===== src/core/tcpc_pkg.sv =====
package tcpc_pkg;
  // Register indices
  localparam logic [7:0] TCPC_CLK_MOD_CFG = 8'h00;
  localparam logic [7:0] TCPC_CO_BAUD_CFG = 8'h01;
  localparam logic [7:0] TCPC_BAUD_PRE_CFG = 8'h02;
  localparam logic [7:0] TCPC_POWER_CFG = 8'h03;
  // Reset values
  localparam logic [7:0] TCPC_CLK_MOD_RST = 8'h90;
  localparam logic [7:0] TCPC_CO_BAUD_RST = 8'h81;
  localparam logic [7:0] TCPC_BAUD_PRE_RST = 8'h03;
  localparam logic [7:0] TCPC_POWER_RST = 8'h00;
  // Field positions
  localparam int TCPC_XTAL_DLY_LSB = 6;
  localparam int TCPC_CORE_DIV_LSB = 4;
  localparam int TCPC_SHAPE_BIT = 2;
  localparam int TCPC_SYNC_BIT = 1;
  localparam int TCPC_MOD_BIT = 0;
  localparam int TCPC_CO_DLY_LSB = 6;
  // Readable bit masks, reserved bits read zero
  localparam logic [7:0] TCPC_CLK_MOD_MASK = 8'hF7;
  localparam logic [7:0] TCPC_CO_BAUD_MASK = 8'hC7;
  localparam logic [7:0] TCPC_POWER_MASK = 8'h03;
  // Timing counts in crystal and divided-clock cycles
  localparam logic [6:0] TCPC_XTAL_DLY_UNIT = 7'h08;
  localparam logic [9:0] TCPC_CO_DLY_BASE = 10'h040;
  localparam logic [2:0] TCPC_CORE_DIV_BASE = 3'h4;
  localparam logic [7:0] TCPC_PRE_MIN = 8'h03;
  localparam logic [2:0] TCPC_POST_MIN = 3'h1;
  localparam logic [2:0] TCPC_POST_MAX = 3'h5;
  // Low-power select codes
  localparam logic [1:0] TCPC_LP_SHUTDOWN = 2'h0;
  localparam logic [1:0] TCPC_LP_STANDBY = 2'h1;
  localparam logic [1:0] TCPC_LP_FAST = 2'h2;
  // Serial slave address, value arbitrary
  localparam logic [6:0] TCPC_DEV_ADDR = 7'h2A;
  localparam logic [3:0] TCPC_BYTE_BITS = 4'h8;

  typedef enum logic [1:0] {
    TCPC_PS_ACTIVE, TCPC_PS_SHUT, TCPC_PS_STBY, TCPC_PS_FAST
  } tcpc_pstate_t;

  typedef enum logic [3:0] {
    TCPC_I_IDLE, TCPC_I_ADDR, TCPC_I_ACKA, TCPC_I_PTR, TCPC_I_ACKP,
    TCPC_I_WR, TCPC_I_ACKW, TCPC_I_RD, TCPC_I_MACK
  } tcpc_istate_t;
endpackage : tcpc_pkg


===== src/core/tcpc_top.sv =====
module tcpc_top (
  // Clock and reset
  input wire logic SYS_CLK_I,
  input wire logic ARST_N_I,
  // Serial register port, open drain data
  input wire logic SCL_I,
  input wire logic SDA_I,
  output logic SDA_O,
  output logic SDA_OE_N_O,
  // Transmit sequencing
  input wire logic PKT_DONE_I,
  input wire logic WAKE_I,
  // Clock output pin and data pin
  input wire logic CLK_PIN_I,
  output logic CLK_PIN_O,
  output logic CLK_PIN_OE_N_O,
  input wire logic DATA_I,
  output logic SAMPLED_DATA_O,
  // Clocks and controls to the radio
  output logic CORE_CLK_O,
  output logic BAUD_TICK_O,
  output logic MOD_FSK_O,
  output logic SHAPE_EN_O,
  output logic XTAL_EN_O,
  output logic PLL_EN_O,
  output logic PA_EN_O
);
  import tcpc_pkg::*;

  logic [7:0] cfg_clk_q, cfg_co_q, cfg_pre_q, cfg_pwr_q;
  logic wr_q;
  logic [7:0] wr_addr_q, wr_data_q;
  tcpc_istate_t ist_q;
  logic [3:0] bit_q;
  logic [7:0] sh_q, tx_q, ptr_q;
  logic rw_q, nack_q, scl_q, sda_q, sda_oe_n_q;
  logic [7:0] rd_data;
  tcpc_pstate_t ps_q;
  logic leave_shut;
  logic [6:0] xtal_cnt_q, xtal_tgt;
  logic core_run_q;
  logic [2:0] dcnt_q, ratio, high_t;
  logic core_clk_q, core_rise;
  logic [9:0] co_cnt_q, co_tgt;
  logic co_en_q;
  logic [7:0] pre_cnt_q, pre_div;
  logic [2:0] post_cnt_q, post_div;
  logic baud_q, clk_pin_q, sample_q, co_pin_q, co_oe_n_q;
  logic xtal_en_q, pll_en_q, pa_en_q;

  // ************************
  // Serial register port
  // ************************
  always_comb begin
    unique case (ptr_q)
      TCPC_CLK_MOD_CFG: rd_data = cfg_clk_q;
      TCPC_CO_BAUD_CFG: rd_data = cfg_co_q;
      TCPC_BAUD_PRE_CFG: rd_data = cfg_pre_q;
      TCPC_POWER_CFG: rd_data = cfg_pwr_q;
      default: rd_data = 8'h00;
    endcase
  end

  always_ff @(posedge SYS_CLK_I or negedge ARST_N_I) begin
    if (!ARST_N_I) begin
      ist_q <= TCPC_I_IDLE;
      bit_q <= 4'h0;
      sh_q <= 8'h00;
      tx_q <= 8'h00;
      ptr_q <= 8'h00;
      rw_q <= 1'b0;
      nack_q <= 1'b0;
      scl_q <= 1'b1;
      sda_q <= 1'b1;
      sda_oe_n_q <= 1'b1;
      wr_q <= 1'b0;
      wr_addr_q <= 8'h00;
      wr_data_q <= 8'h00;
    end else begin
      scl_q <= SCL_I;
      sda_q <= SDA_I;
      wr_q <= 1'b0;
      if (scl_q && SCL_I && sda_q && !SDA_I) begin
        ist_q <= TCPC_I_ADDR;
        bit_q <= 4'h0;
        sda_oe_n_q <= 1'b1;
      end else if (scl_q && SCL_I && !sda_q && SDA_I) begin
        ist_q <= TCPC_I_IDLE;
        sda_oe_n_q <= 1'b1;
      end else if (!scl_q && SCL_I) begin
        sh_q <= {sh_q[6:0], SDA_I};
        bit_q <= bit_q + 4'h1;
        if (ist_q == TCPC_I_MACK) begin
          nack_q <= SDA_I;
        end
      end else if (scl_q && !SCL_I) begin
        unique case (ist_q)
          TCPC_I_ADDR: begin
            if (bit_q == TCPC_BYTE_BITS) begin
              if (sh_q[7:1] == TCPC_DEV_ADDR) begin
                rw_q <= sh_q[0];
                ist_q <= TCPC_I_ACKA;
                sda_oe_n_q <= 1'b0;
              end else begin
                ist_q <= TCPC_I_IDLE;
              end
            end
          end
          TCPC_I_ACKA, TCPC_I_MACK: begin
            bit_q <= 4'h0;
            if (ist_q == TCPC_I_MACK && nack_q) begin
              ist_q <= TCPC_I_IDLE;
              sda_oe_n_q <= 1'b1;
            end else if (rw_q) begin
              tx_q <= rd_data;
              sda_oe_n_q <= rd_data[7];
              ptr_q <= ptr_q + 8'h01;
              ist_q <= TCPC_I_RD;
            end else begin
              sda_oe_n_q <= 1'b1;
              ist_q <= TCPC_I_PTR;
            end
          end
          TCPC_I_PTR, TCPC_I_WR: begin
            if (bit_q == TCPC_BYTE_BITS) begin
              sda_oe_n_q <= 1'b0;
              if (ist_q == TCPC_I_PTR) begin
                ptr_q <= sh_q;
                ist_q <= TCPC_I_ACKP;
              end else begin
                wr_q <= 1'b1;
                wr_addr_q <= ptr_q;
                wr_data_q <= sh_q;
                ptr_q <= ptr_q + 8'h01;
                ist_q <= TCPC_I_ACKW;
              end
            end
          end
          TCPC_I_ACKP, TCPC_I_ACKW: begin
            sda_oe_n_q <= 1'b1;
            bit_q <= 4'h0;
            ist_q <= TCPC_I_WR;
          end
          TCPC_I_RD: begin
            if (bit_q == TCPC_BYTE_BITS) begin
              sda_oe_n_q <= 1'b1;
              ist_q <= TCPC_I_MACK;
            end else begin
              sda_oe_n_q <= tx_q[3'h7 - bit_q[2:0]];
            end
          end
          default: begin
            sda_oe_n_q <= 1'b1;
          end
        endcase
      end
    end
  end

  // ************************
  // Configuration registers
  // ************************
  always_ff @(posedge SYS_CLK_I or negedge ARST_N_I) begin
    if (!ARST_N_I) begin
      cfg_clk_q <= TCPC_CLK_MOD_RST;
      cfg_co_q <= TCPC_CO_BAUD_RST;
      cfg_pre_q <= TCPC_BAUD_PRE_RST;
      cfg_pwr_q <= TCPC_POWER_RST;
    end else if (wr_q) begin
      unique case (wr_addr_q)
        TCPC_CLK_MOD_CFG: cfg_clk_q <= wr_data_q & TCPC_CLK_MOD_MASK;
        TCPC_CO_BAUD_CFG: cfg_co_q <= wr_data_q & TCPC_CO_BAUD_MASK;
        TCPC_BAUD_PRE_CFG: cfg_pre_q <= wr_data_q;
        TCPC_POWER_CFG: cfg_pwr_q <= wr_data_q & TCPC_POWER_MASK;
        default: ;
      endcase
    end
  end

  // ************************
  // Power state
  // ************************
  assign leave_shut = (ps_q == TCPC_PS_SHUT) && WAKE_I;

  always_ff @(posedge SYS_CLK_I or negedge ARST_N_I) begin
    if (!ARST_N_I) begin
      ps_q <= TCPC_PS_ACTIVE;
    end else if (ps_q == TCPC_PS_ACTIVE) begin
      if (PKT_DONE_I) begin
        unique case (cfg_pwr_q[1:0])
          TCPC_LP_SHUTDOWN: ps_q <= TCPC_PS_SHUT;
          TCPC_LP_STANDBY: ps_q <= TCPC_PS_STBY;
          default: ps_q <= TCPC_PS_FAST;
        endcase
      end
    end else if (WAKE_I) begin
      ps_q <= TCPC_PS_ACTIVE;
    end
  end

  always_ff @(posedge SYS_CLK_I or negedge ARST_N_I) begin
    if (!ARST_N_I) begin
      xtal_en_q <= 1'b1;
      pll_en_q <= 1'b1;
      pa_en_q <= 1'b1;
    end else begin
      xtal_en_q <= ps_q != TCPC_PS_SHUT;
      pll_en_q <= (ps_q == TCPC_PS_ACTIVE) || (ps_q == TCPC_PS_FAST);
      pa_en_q <= ps_q == TCPC_PS_ACTIVE;
    end
  end

  // ************************
  // Core clock
  // ************************
  assign xtal_tgt = (cfg_clk_q[7:6] == 2'h0) ? 7'h00 :
                    7'(TCPC_XTAL_DLY_UNIT << cfg_clk_q[7:6]);
  assign ratio = TCPC_CORE_DIV_BASE + {1'b0, cfg_clk_q[5:4]};
  assign high_t = ratio >> 1;
  assign core_rise = core_run_q && (dcnt_q == 3'h0);

  always_ff @(posedge SYS_CLK_I or negedge ARST_N_I) begin
    if (!ARST_N_I) begin
      xtal_cnt_q <= 7'h00;
      core_run_q <= 1'b0;
    end else if (ps_q == TCPC_PS_SHUT || leave_shut) begin
      xtal_cnt_q <= 7'h00;
      core_run_q <= 1'b0;
    end else if (!core_run_q) begin
      if (xtal_cnt_q >= xtal_tgt) begin
        core_run_q <= 1'b1;
      end else begin
        xtal_cnt_q <= xtal_cnt_q + 7'h01;
      end
    end
  end

  always_ff @(posedge SYS_CLK_I or negedge ARST_N_I) begin
    if (!ARST_N_I) begin
      dcnt_q <= 3'h0;
      core_clk_q <= 1'b0;
    end else if (!core_run_q) begin
      dcnt_q <= 3'h0;
      core_clk_q <= 1'b0;
    end else begin
      dcnt_q <= (dcnt_q >= ratio - 3'h1) ? 3'h0 : dcnt_q + 3'h1;
      core_clk_q <= dcnt_q < high_t;
    end
  end

  // ************************
  // Clock output and sampling
  // ************************
  assign co_tgt = 10'(TCPC_CO_DLY_BASE << cfg_co_q[7:6]);

  always_ff @(posedge SYS_CLK_I or negedge ARST_N_I) begin
    if (!ARST_N_I) begin
      co_cnt_q <= 10'h000;
      co_en_q <= 1'b0;
    end else if (ps_q == TCPC_PS_SHUT || leave_shut) begin
      co_cnt_q <= 10'h000;
      co_en_q <= 1'b0;
    end else if (!co_en_q && core_rise) begin
      if (co_cnt_q >= co_tgt - 10'h001) begin
        co_en_q <= 1'b1;
      end
      co_cnt_q <= co_cnt_q + 10'h001;
    end
  end

  always_ff @(posedge SYS_CLK_I or negedge ARST_N_I) begin
    if (!ARST_N_I) begin
      clk_pin_q <= 1'b0;
      sample_q <= 1'b0;
      co_pin_q <= 1'b0;
      co_oe_n_q <= 1'b1;
    end else begin
      clk_pin_q <= CLK_PIN_I;
      co_oe_n_q <= cfg_clk_q[TCPC_SYNC_BIT];
      co_pin_q <= co_en_q && core_clk_q && !cfg_clk_q[TCPC_SYNC_BIT];
      if (cfg_clk_q[TCPC_SYNC_BIT] && CLK_PIN_I && !clk_pin_q) begin
        sample_q <= DATA_I;
      end
    end
  end

  // ************************
  // Baud clock
  // ************************
  // Reserved codes select the minimum divide (pre 3, post 1)
  assign pre_div = (cfg_pre_q < TCPC_PRE_MIN) ? TCPC_PRE_MIN : cfg_pre_q;
  assign post_div = (cfg_co_q[2:0] < TCPC_POST_MIN ||
                     cfg_co_q[2:0] > TCPC_POST_MAX) ? TCPC_POST_MIN :
                    cfg_co_q[2:0];

  always_ff @(posedge SYS_CLK_I or negedge ARST_N_I) begin
    if (!ARST_N_I) begin
      pre_cnt_q <= 8'h00;
      post_cnt_q <= 3'h0;
      baud_q <= 1'b0;
    end else begin
      baud_q <= 1'b0;
      if (core_rise) begin
        if (pre_cnt_q >= pre_div - 8'h01) begin
          pre_cnt_q <= 8'h00;
          if (post_cnt_q >= post_div - 3'h1) begin
            post_cnt_q <= 3'h0;
            baud_q <= 1'b1;
          end else begin
            post_cnt_q <= post_cnt_q + 3'h1;
          end
        end else begin
          pre_cnt_q <= pre_cnt_q + 8'h01;
        end
      end
    end
  end

  // ************************
  // Outputs
  // ************************
  assign SDA_O = 1'b0;
  assign SDA_OE_N_O = sda_oe_n_q;
  assign CLK_PIN_O = co_pin_q;
  assign CLK_PIN_OE_N_O = co_oe_n_q;
  assign SAMPLED_DATA_O = sample_q;
  assign CORE_CLK_O = core_clk_q;
  assign BAUD_TICK_O = baud_q;
  assign MOD_FSK_O = cfg_clk_q[TCPC_MOD_BIT];
  assign SHAPE_EN_O = cfg_clk_q[TCPC_SHAPE_BIT];
  assign XTAL_EN_O = xtal_en_q;
  assign PLL_EN_O = pll_en_q;
  assign PA_EN_O = pa_en_q;
endmodule : tcpc_top


===== config.mk =====
export PLATFORM = sky130hd
export DESIGN_NAME = tcpc_top
export DESIGN_NICKNAME = d
export VERILOG_FILES = /design/src/core/tcpc_pkg.sv /design/src/core/tcpc_top.sv
export SDC_FILE = /design/constraint.sdc
export NUM_CORES = 1
export LEC_CHECK = 0
export BUFFER_PORTS_ARGS = -buffer_cell sky130_fd_sc_hd__buf_2
export CAP_MARGIN = 20
export CORE_ASPECT_RATIO = 1.5
export CORE_MARGIN = 3
export CORE_UTILIZATION = 25
export CTS_BUF_LIST = sky130_fd_sc_hd__clkbuf_8
export CTS_CLUSTER_DIAMETER = 150
export DETAILED_ROUTE_END_ITERATION = 10
export PLACE_DENSITY_LB_ADDON = 0.1
export SLEW_MARGIN = 20
export SYNTH_ARGS = -nofsm -noshare
export SYNTH_HDL_FRONTEND = slang
export SYNTH_SLANG_ARGS = --single-unit

===== constraint.sdc =====
create_clock -name SYS_CLK_I -period 9.1 [get_ports SYS_CLK_I]
set_input_delay 0.455 -clock SYS_CLK_I [delete_from_list [all_inputs] [get_ports SYS_CLK_I]]
set_output_delay 0.455 -clock SYS_CLK_I [all_outputs]
set_load 0.03 [all_outputs]

==> results of run 1 <==
==> final cells by class <==
class	count	area [µm²]
tap	328	410
sequential	120	3020
clock inverter	14	174
fill	2618	17900
inverter	25	93.8
timing repair buffer	23	130
multi-input combinational	451	3200
clock buffer	18	248
==> placed cells by master (no fill, tap or decap), types with 18 or more instances in the layout <==
cell      count
dfrtp_1     107
nand2_1      67
mux2_2       47
nor2_1       46
o21ai_0      38
ha_1         38
inv_1        25
a21oi_1      23
nand3_1      22
clkbuf_8     18
==> power by group through the flow <==
stage | Combinational, mW | Sequential, mW | Clock, mW
floorplan | 0.148 | 0.640 | 0
global placement | 0.232 | 0.635 | 0
detailed placement | 0.238 | 0.636 | 0
CTS | 0.239 | 0.626 | 0.539
global route | 0.264 | 0.634 | 0.565
finish | 0.231 | 0.625 | 0.514
==> layer usage <==
layer	vias up	track usage, %	share of wire (%)
met3	20	3.13	2.6
li1	2236	-	-
met2	69	21.0	54
met5	-	0	0
met4	0	6.45	2.6
met1	2287	13.5	41
==> critical path, stage by stage, from the launching register on <==
cell,delay [ns]
dfrtp_1,0.43
nor2_1,0.20
nand2_1,0.09
nor3_1,0.19
nor2_1,0.10
ha_1,0.23
and3_1,0.17
xnor2_1,0.13
ha_1,0.30
nand4_1,0.08
o31ai_1,0.84
nor2_1,0.21
mux2_2,0.34
==> kinds of logic (layout without fill, tap and decap cells) <==
| group | count (synthesis) | after routing | synth area share, % |
|---|---|---|---|
| muxes | 57 | 57 | 10.1 |
| xor gates and xnor gates | 24 | 24 | 3.29 |
| and+or+nand+nor | 221 | 221 | 18.2 |
| AOI/OAI and AO/OA | 110 | 110 | 10.9 |
| DFF | 120 | 120 | 47.3 |
| other | 1 | 1 | 0.0588 |
| adders and majority gates | 38 | 38 | 7.45 |
| buffers and inverters | 42 | 80 | 2.63 |
==> worst paths after layout <==
kind	start	cells after the start	slack, ns	to
worst max-delay path	cfg_pre_q[4]	12	5.67	pre_cnt_q[0]
worst min-delay path	ARST_N_I	1	0.08	xtal_cnt_q[0]
worst max register to register	cfg_pre_q[4]	12	5.67	pre_cnt_q[0]
worst min register to register	dcnt_q[0]	1	0.47	dcnt_q[0]
max in group asynchronous	ARST_N_I	2	7.71	wr_data_q[0]
min in group SYS_CLK_I	CLK_PIN_I	1	0.13	clk_pin_q
==> metrics by stage <==
| step | power, mW | hold slack (ns) | utilization (%) | instances |
|---|---|---|---|---|
| 3_3_place_gp | 0.867 | 0.456 | 27.3 | 947 |
| 3_5_place_dp | 0.874 | 0.460 | 27.3 | 947 |
| 5_1_grt | 1.46 | 0.0849 | 28.9 | 979 |
| 6_report | 1.37 | 0.0826 | 28.9 | 979 |
| 4_1_cts | 1.40 | 0.0795 | 28.9 | 979 |
| 2_1_floorplan | 0.788 | 0.159 | - | 613 |
==> state kept, by name (all words and copies together) (netlist names), 7 cells and up <==
signal      cells
xtal_cnt_q      7
wr_data_q       8
co_cnt_q       10
ptr_q           8
pre_cnt_q       8
wr_addr_q       8
cfg_pre_q       8
tx_q            8
sh_q            8
cfg_clk_q       7
==> summary.md, run 1 <==
| Metric | Value |
|---|---|
| Sequential share of power | 45.6% |
| CTS Buf Count | 17 |
| Critical path class | reg -> reg |
| Horizontal extent of the die | 136 µm |
| Layout area overhead | 14.0% |
| Wire length of the first global-routing pass | roughly 26 mm |
| Iteration count of the initial detailed-routing pass | 4 |
| CTS H-tree lvls | 4 |
| Global router's overall resource usage | 12.2% |
| Post-synthesis instance area | 0.00638 mm² |
| DRC errors left | 0 |
| RSZ-0062 raised after global routing | no |
| Area of all placed cells without fillers | 0.00727 mm² |
| Placeable core region | 0.0251 mm² |
| TritonCTS clock tree | built |
| Largest net degree at the start of global routing | 62 |
| Required time at the worst-slack endpoint | 9.43 ns |
| Fraction of final layout cells sized beyond drive strength 1 | 19.4% |
| Max cap viols | 0 |
| Path type of the worst min-delay path | in -> async |
| Number of distinct library cells after synthesis | 64 |
| Die outline area | 0.0275 mm² |
| Final max-slew violation count | 0 |
| Part of the total power dissipated in the clock network | a little under two fifths |
| Most numerous cell in the Yosys netlist | dfrtp_1 |
| Tcrit/Tclk final | a little under two fifths |
| Postcts setup bufs | 0 |
| Power Density | 188 mW/mm² |
| Number of enable flip-flop cells after synthesis | 0 |
| CP Data Arrival Time | 3.76 ns |
| VDD IR-drop max | 89.8 µV |
| Post-route worst setup slack | ~5.7 ns |
| Initial antenna violation count | 0 |
| Number of standard cells after synthesis | 613 |
| Placement-stage worst setup slack | 5.64 ns |
| Total of hold buffers inserted after clock tree synthesis | 0 |
| Floorplan row count | between 70 and 80 |
| GP Congestion | ~0.81 |
| Share of flip-flops with an asynchronous set or reset after synthesis | 100% |
| Diodes inserted | 0 |
| P_int | approximately 940 µW |
| YS warnings | 0 |
| Register bit total from synthesis | 120 |
| Library cell used as clock root buffer | clkbuf_8 |
| Iteration-0 DRC Markers | 200 |
| Achievable frequency | 292 MHz |
| Num Clock Sinks | 120 |
| Setup tns final | 0 ns |
| Antenna-violating nets left | 0 |
| Leakage power | 3.23 nW |
| Endpoint kind of the worst setup timing path | flop |
| Sequential-to-total area share from yosys stat | 47.3% |
| Setup crit start kind | flop |
| Library cell occupying the most area in the post-synthesis netlist | dfrtp_1 |
| DR vias | 4,612 |
| Total congestion overflow after global routing | 0 |
| Final wirelength | about 16 mm |
| Synth top area cells | dfrtp_1 (42%), mux2_2 (8.3%), ha_1 (7.5%), dfstp_2 (5.4%), nand2_1 (3.9%) |
| Worst Clk Skew | 0.0123 ns |
| Result of the run | finished, final reports clean |
| Dominant synthesized flop cell | dfrtp_1 |
| Vias in the first global route | 4,903 |
| Relative contribution of combinational cells to total power | about 17% |
| Vertical extent of the die | 202 µm |
| Count of pins on the block boundary | 20 |
| Port bufs | 18 |
| PostCTS Resize Cnt | 0 |
| Clock latency on the worst-skew pair | ~0.45 ns |
| Switching share of power | 31.5% |
| Hold Violations, Final | 0 |
| Net switching component of the power | 431 µW |
| Number of setup violations in the final report | 0 |
| Vias per cell | 4.71 |
| Detailed placement HPWL | between 10 and 15 mm |
| Minimum clock period | between 3 and 4 ns |
| Total number of nets in the final design | 684 |
| Area post-placement | 0.00685 mm² |
| Relative slew margins | about 30% |
| Post-synthesis average cell area | 10.4 µm² |
| Maximum number of buffers from clock root to sink | 2 |
| Initial standard-cell utilization of the core | around a quarter |
| Clock transition at the registers of the reported paths | around 0.080 ns |
| Synth top area share | 42.0% |
| Commonest cells post-synth | dfrtp_1 (107), nand2_1 (67), mux2_2 (47), nor2_1 (46) |
| Transition time of the tightest slew-check pin | 1.05 ns |
| Post-Synthesis Net Count | approximately 660 |
| Routed wire per std cell | 16.0 µm |
| Critical Path Fanout Max | 10 |
No activity file was read; power rests on OpenSTA's default activity.
==> run 2, diff against run 1 <==
--- a/config.mk
+++ b/config.mk
@@ -5,6 +5,7 @@
 export SDC_FILE = /design/constraint.sdc
 export NUM_CORES = 1
 export LEC_CHECK = 0
+export ABC_AREA = 1
 export BUFFER_PORTS_ARGS = -buffer_cell sky130_fd_sc_hd__buf_2
 export CAP_MARGIN = 20
 export CORE_ASPECT_RATIO = 1.5
==> constraint.sdc (replaced) <==
create_clock -name SYS_CLK_I -period 3.22 [get_ports SYS_CLK_I]
set_input_delay 0.161 -clock SYS_CLK_I [delete_from_list [all_inputs] [get_ports SYS_CLK_I]]
set_output_delay 0.161 -clock SYS_CLK_I [all_outputs]
set_load 0.03 [all_outputs]
==> run 2 against run 1 <==
  * Hold slack better by 0.036 ns
  * Die area rose by 3.2%
  * Clock-buffer cell count grew 1
  * Worst setup slack lost 5.2 ns
  * Sequential power grew to 2.8 times the previous value
  * Combinational power rose to 3.4 times the previous value
  * Global-route usage is 0.17 points higher
  * Core utilization grew 0.49 points
  * Clock power grew to 3.1 times the previous value
  * Synthesized cell count grew 36%
  * First-iteration DRC count fell by 19%
  * Sequential share of layout area fell by 1.8 points
  * Largest cell class unchanged
==> summary.md, run 2 <==
| Metric | Value |
|---|---|
| Final wirelength | 16.4 mm |
| Post-Synthesis Net Count | 881 |
| Layout area overhead | 15.4% |
| Reg-to-Reg End | post_cnt_q[2] |
| Horizontal extent of the die | 139 µm |
| Part of the total power dissipated in the clock network | 38.6% |
| Register with the most flip-flops | co_cnt_q |
| Commonest cells post-synth | nand2_1 (231), inv_1 (124), dfrtp_1 (107), o21ai_0 (88), nor2_1 (64) |
| Number of enable flip-flop cells after synthesis | 0 |
| Area post-placement | 0.00708 mm² |
| Share of flip-flops with an asynchronous set or reset after synthesis | 100% |
| Setup crit start kind | flop |
| RSZ-0062 raised after global routing | no |
| Routed length on met1 | 7.08 mm |
| Most numerous cell in the Yosys netlist | nand2_1 |
| Critical path class | reg -> reg |
| Max cap viols | 0 |
| YS warnings | 0 |
| Antenna-violating nets left | 0 |
| Routed wire per std cell | 13.5 µm |
| VDD IR-drop max | 243 µV |
| Worst hold path endpoint | ps_q[1] |
| Flip-flop count of the largest register after layout | 10 |
| Power Density | 547 mW/mm² |
| Tcrit/Tclk final | between 80% and 90% |
| Maximum cell stage delay along the critical path | 0.44 ns |
| Synth top area share | 40.6% |
| Total congestion overflow after global routing | 0 |
| Number of distinct library cells after synthesis | between 40 and 50 |
| Sequential-to-total area share from yosys stat | 45.8% |
| Iteration-0 DRC Markers | ~160 |
| Num Clock Sinks | 120 |
| Wire length of the first global-routing pass | 27.7 mm |
| Critical Path Fanout Max | 10 |
| Floorplan row count | 72 |
| CP Data Arrival Time | approximately 3.0 ns |
| Reg-to-reg slack, setup | 0.52 ns |
| Met2 WL post-DR | 8.78 mm |
| Top Metal Used | met4 |
| Register bit total from synthesis | 120 |
| Relative contribution of combinational cells to total power | 19.0% |
| Required time at the worst-slack endpoint | around 3.5 ns |
| Cell count of the worst hold path | 4 |
| Vias in the first global route | 5,424 |
| Total number of nets in the final design | between 900 and 1,000 |
| Initial antenna violation count | 0 |
| Achievable frequency | 370 MHz |
| Detailed placement HPWL | 12.2 mm |
| Hold Slack | approximately 0.12 ns |
| Number of standard cells after synthesis | 835 |
| Vias per cell | 4.26 |
| Cell family contributing the most delay on the critical path | simple AND/OR/NAND/NOR gates |
| Area of all placed cells without fillers | 0.00761 mm² |
| Synth top area cells | dfrtp_1 (41%), nand2_1 (13%), ha_1 (7.2%), inv_1 (7.1%), o21ai_0 (6.7%) |
| Setup tns final | 0 ns |
| Transition time of the tightest slew-check pin | 0.784 ns |
| Worst Clk Skew | about 0.012 ns |
| WP buf/inv | 1 |
| Cell Chain, Critical Path | nor2_1 > nand2_1 > nor2_1 > nor2_1 > ha_1 > nand3_1 > xor2_1 > inv_1 > ha_1 > nand2_1 > nor2_1 > nand4_1 > nand3_1 > nand2_2 > nand2_1 > o21ai_0 |
| Result of the run | finished, final reports clean |
| Count of pins on the block boundary | 20 |
| Leakage power | 3.64 nW |
| Diodes inserted | 0 |
| P_int | 2.85 mW |
| CTS Buf Count | 17 |
| Placeable core region | 0.0259 mm² |
| Dominant synthesized flop cell | dfrtp_1 |
| Global router's overall resource usage | 12.3% |
| Relative slew margins | a little under half |
| DRC errors left | 0 |
| Vertical extent of the die | 205 µm |
| Iteration count of the initial detailed-routing pass | 4 |
| Fraction of final layout cells sized beyond drive strength 1 | 10.6% |
| Port bufs | 18 |
| CTS H-tree lvls | 4 |
| Source of the worst register-to-register timing path | cfg_pre_q[2] |
| Path type of the worst min-delay path | in -> reg |
| DR vias | 5,176 |
| Launch point of the worst hold path | WAKE_I |
| Post-synthesis average cell area | around 7.9 µm² |
| Clock latency on the worst-skew pair | 0.45 ns |
| Hold Violations, Final | 0 |
| Met3 WL post-DR | 225 µm |
| Post-synthesis instance area | 0.00659 mm² |
| GP Congestion | approximately 0.76 |
| Initial standard-cell utilization of the core | 25.5% |
| Maximum number of buffers from clock root to sink | 2 |
| Library cell used as clock root buffer | clkbuf_8 |
| Net switching component of the power | 1.31 mW |
| CP dominant cell by count | nor2_1 |
| Final max-slew violation count | 0 |
| Number of filler cells placed in the layout | 2,799 |
| Postcts setup bufs | 0 |
| Minimum clock period | between 2 and 3 ns |
| TritonCTS clock tree | built |
| Number of setup violations in the final report | 0 |
| Clock transition at the registers of the reported paths | 0.08 ns |
| Most common cell after layout, fill and taps aside | nand2_1 |
| Die outline area | roughly 0.028 mm² |
| Largest net degree at the start of global routing | 78 |
| Cell count of the worst reg-to-reg path | 16 |
| Sequential share of power | 42.4% |
| Endpoint kind of the worst setup timing path | flop |
| Switching share of power | 31.5% |
| Commonest non-fill, non-tap cells in the layout | nand2_1 (230), inv_1 (124), dfrtp_1 (107) |
| Library cell occupying the most area in the post-synthesis netlist | dfrtp_1 |
| Cell type of the slowest stage on the worst timing path | dfrtp_1 |
==> run 2: cell type report <==
cell class / instances / area, µm² / area share [%]
Clock buffer: 19 / 262 / 3.44
Sequential cell: 120 / 3020 / 39.7
Tap cell: 333 / 417 / 5.48
Timing Repair Buffer: 28 / 199 / 2.62
Clock inverter: 13 / 200 / 2.63
Inverter: 129 / 484 / 6.37
Multi-Input combinational cell: 574 / 3030 / 39.8
==> run 2: worst max-delay path by stage <==
stage / from / end / slack (ns) / depth (start not counted)
3_5_place_dp: cfg_pre_q[2] / pre_cnt_q[5] / 0.40 / 16
6_report: cfg_pre_q[2] / post_cnt_q[2] / 0.52 / 16
5_1_grt: cfg_pre_q[2] / pre_cnt_q[6] / 0.13 / 16
2_1_floorplan: cfg_pre_q[2] / pre_cnt_q[5] / 0.82 / 16
4_1_cts: cfg_pre_q[2] / pre_cnt_q[5] / 0.38 / 16
3_3_place_gp: cfg_pre_q[2] / pre_cnt_q[6] / 0.41 / 16
==> run 2: cells by family (layout without fill, tap and decap cells) <==
kind of cell	Yosys count	after routing	share of synthesized area, %
fa+ha+maj	38	38	7.21
other cells	1	1	0.0569
mux	2	2	0.323
simple gates	383	383	25.0
flops	120	120	45.8
xor+xnor	22	22	2.92
buf+inv	141	189	8.31
compound gates	128	128	10.4
==> run 2: power groups by stage <==
stage          combinational, mW  sequential (mW)  clock (mW)
4_1_cts                    0.809             1.77        1.68
2_1_floorplan              0.510             1.83           0
3_3_place_gp               0.803             1.80           0
5_1_grt                    0.916             1.79        1.73
3_5_place_dp               0.799             1.80           0
6_report                   0.788             1.76        1.61
==> run 2: per-layer routing <==
metal	vias up	track usage (%)
li1	2730	-
met1	2390	13.5
met2	36	23.4
met3	20	2.48
met4	0	4.63
met5	-	0
==> run 2: stage by stage <==
| step | worst slack (ns) | util [%] | cells | power (mW) |
|---|---|---|---|---|
| final | 0.518 | 29.4 | 1216 | 4.16 |
| after global routing | 0.126 | 29.4 | 1216 | 4.44 |
| after CTS | 0.377 | 29.4 | 1216 | 4.25 |
| after detailed placement | 0.397 | 27.4 | 1178 | 2.60 |
| after global placement | 0.414 | 27.4 | 1178 | 2.60 |
| after floorplan | 0.819 | - | 835 | 2.34 |
==> run 2: what timing repair did <==
item	4_1_cts	5_1_grt
setup endpoints to repair	0	3
hold buffers	6	0
hold endpoints to repair	78	0
resized for setup	0	1
==> run 2: worst reg2reg max path: stages, from the launching register on <==
cell and delay [ns]:
dfrtp_1 0.44, nor2_1 0.21, nand2_1 0.07, nor2_1 0.14, nor2_1 0.09, ha_1 0.23
nand3_1 0.11, xor2_1 0.14, inv_1 0.05, ha_1 0.27, nand2_1 0.07, nor2_1 0.15
nand4_1 0.10, nand3_1 0.17, nand2_2 0.17, nand2_1 0.09, o21ai_0 0.08
==> run 3, diff against run 2 <==
==> constraint.sdc (replaced) <==
create_clock -name SYS_CLK_I -period 2.5 [get_ports SYS_CLK_I]
set_input_delay 0.125 -clock SYS_CLK_I [delete_from_list [all_inputs] [get_ports SYS_CLK_I]]
set_output_delay 0.125 -clock SYS_CLK_I [all_outputs]
set_load 0.03 [all_outputs]
==> run 3 against run 2 <==
  * Combinational power rose by 54%
  * Clock-buffer cell count fell by 1
  * Routed wire length rose by 1.5%
  * Register-to-register slack got worse by 0.43 ns
  * Sequential cell count did not move
  * Core utilization rose by 0.80 points
  * Sequential power rose by 29%
  * Sequential share of layout area fell by 1.0 points
  * Critical path type unchanged
  * Worst setup slack got worse by 0.43 ns
==> summary.md, run 3 (synthesized netlist as in run 2, its figures left out) <==
| Metric | Value |
|---|---|
| GP Congestion | 0.757 |
| P_int | 3.74 mW |
| CP Data Arrival Time | 2.75 ns |
| Maximum cell stage delay along the critical path | 0.53 ns |
| Cell count of the worst hold path | 4 |
| Power Density | between 700 and 800 mW/mm² |
| Net switching component of the power | 1.79 mW |
| Non-filler cells in the finished layout | 1,236 |
| Path type of the worst min-delay path | in -> reg |
| Port bufs | 18 |
| Most common cell after layout, fill and taps aside | nand2_1 |
| Clock transition at the registers of the reported paths | around 0.07 ns |
| Sequential share of power | 41.0% |
| Tcrit/Tclk final | between 90% and 100% |
| Floorplan row count | 72 |
| Number of filler cells placed in the layout | roughly 2,800 |
| Layout area overhead | 18.5% |
| Wire length of the first global-routing pass | approximately 28 mm |
| Maximum number of buffers from clock root to sink | 2 |
| Iteration-0 DRC Markers | around 180 |
| Largest net degree at the start of global routing | 52 |
| Switching share of power | 32.4% |
| Cell type of the slowest stage on the worst timing path | dfstp_2 |
| Commonest non-fill, non-tap cells in the layout | nand2_1 (228), inv_1 (123), dfrtp_1 (107) |
| Initial standard-cell utilization of the core | 25.5% |
| Part of the total power dissipated in the clock network | 37.2% |
| Endpoint kind of the worst setup timing path | flop |
| Relative slew margins | between 60% and 70% |
| Transition time of the tightest slew-check pin | 0.517 ns |
| Horizontal extent of the die | 139 µm |
| Combined flip-flop and latch cell area | 0.00302 mm² |
| Final max-slew violation count | 0 |
| Vias per cell | roughly 4.2 |
| Hold Violations, Final | 0 |
| VDD IR-drop max | around 310 µV |
| Total number of nets in the final design | 936 |
| Number of setup violations in the final report | 0 |
| Required time at the worst-slack endpoint | about 2.8 ns |
| Cell Chain, Critical Path | nand2_1 > nand2_1 > nor2_2 > nor2_2 > ha_2 > nand3_1 > xor2_1 > inv_1 > ha_1 > nand2_2 > nor2_2 > nand4_1 > nand3_2 > buf_6 > nand2_4 > nand2_1 > o21ai_0 |
| Vertical extent of the die | 205 µm |
| Global router's overall resource usage | 12.5% |
| Library cell used as clock root buffer | clkbuf_8 |
| Result of the run | finished, final reports clean |
| TritonCTS clock tree | built |
| Total congestion overflow after global routing | 0 |
| Clock latency on the worst-skew pair | 0.46 ns |
| Relative contribution of combinational cells to total power | approximately 22% |
| DP Cell Count | between 1,000 and 1,500 |
| Critical Path Fanout Max | 5 |
| Count of pins on the block boundary | 20 |
| Vias in the first global route | 5,502 |
| Setup crit start kind | flop |
| DR vias | 5,234 |
| Minimum clock period | 2.41 ns |
| CTS H-tree lvls | 4 |
| Achievable frequency | 415 MHz |
| Routed wire per std cell | 13.5 µm |
| Final design utilization | a little over 30% |
| Max cap viols | 0 |
| Fraction of final layout cells sized beyond drive strength 1 | 14.3% |
| Die outline area | 0.0284 mm² |
| Num Clock Sinks | 120 |
| Register with the most flip-flops | co_cnt_q |
| Initial antenna violation count | 0 |
| Critical path class | reg -> reg |
| Worst Clk Skew | around 0.012 ns |
| DRC errors left | 0 |
| RSZ-0062 raised after global routing | yes |
| Placeable core region | 0.0259 mm² |
| Iteration count of the initial detailed-routing pass | 5 |
| Area occupied by multi-input gates | 0.00309 mm² |
| Antenna-violating nets left | 0 |
| CTS Buf Count | 17 |
| Detailed placement HPWL | 12.4 mm |
| Diodes inserted | 0 |
| Cell count of the worst reg-to-reg path | 17 |
| Leakage power | 3.76 nW |
| Flip-flop count of the largest register after layout | 10 |
| Final wirelength | between 15 and 20 mm |
[run 3: cell count changes in the layout (fill, tap and decap cells not counted), sizes merged]
cell / change
buf: +19
clkbuf: -1
clkinv: +3
clkinvlp: -2
nand2: +1
[run 3: worst paths after layout]
kind,startpoint,end,slack [ns]
hold reg to reg,dcnt_q[0],dcnt_q[0],0.47
min in group asynchronous,ARST_N_I,SAMPLED_DATA_O,0.20
hold / removal,WAKE_I,ps_q[1],0.06
setup reg to reg,cfg_pre_q[1],post_cnt_q[1],0.09
max in group asynchronous,ARST_N_I,CLK_PIN_OE_N_O,1.52
setup / recovery,cfg_pre_q[1],post_cnt_q[1],0.09
[run 3: cell type report]
class	instances	share of cell area, %
multi-input cells	575	39.6
inverters	129	6.23
flip-flops and latches	120	38.6
repair buffers	47	4.42
well taps	333	5.33
clock inverters	14	2.61
clock buffers	18	3.17
[run 3: critical path: cells and delay by family, from the launching register on]
family | cells | cell delay, ns
AO/OA/AOI/OAI | 1 | 0.07
buffers and inverters | 2 | 0.19
XOR/XNOR | 1 | 0.13
AND/OR/NAND/NOR | 11 | 0.90
adder cells (fa/ha/maj) | 2 | 0.49
flip-flops | 1 | 0.53
[run 3: power by group through the flow]
stage          combinational [mW]  clock (mW)  sequential, mW
6_report                     1.21        2.05            2.27
5_1_grt                      1.38        2.22            2.30
4_1_cts                      1.18        2.14            2.27
3_5_place_dp                 1.08           0            2.31
3_3_place_gp                 1.09           0            2.31
2_1_floorplan               0.657           0            2.36
[run 3: routing by layer]
layer | track usage, % | up-vias | part of all wire (%)
li1 | - | 2758 | -
met1 | 13.7 | 2426 | 43
met2 | 23.8 | 31 | 54
met3 | 2.55 | 19 | 1.5
met4 | 4.41 | 0 | 1.8
met5 | 0 | - | 0
[run 3: stage by stage]
stage          setup TNS (ns)  hold WS, ns  setup slack [ns]  power, mW  instance area, µm²
6_report                    0       0.0630            0.0908       5.53                7810
3_3_place_gp           -0.723        0.129            -0.130       3.40                7220
2_1_floorplan               0       -0.171            0.0992       3.01                6590
4_1_cts              -0.00208       0.0291          -0.00147       5.59                7770
3_5_place_dp           -0.988        0.125            -0.154       3.39                7220
5_1_grt                 -1.12       0.0636            -0.137       5.90                7810
[run 3: what timing repair did]
action,in CTS,in global routing
gates resized for setup,9,14
setup buffers,1,0
pin swaps,3,0
cloned,1,0
hold buffers,6,0
endpoints found under the hold margin,57,0
endpoints found under the setup margin,10,12
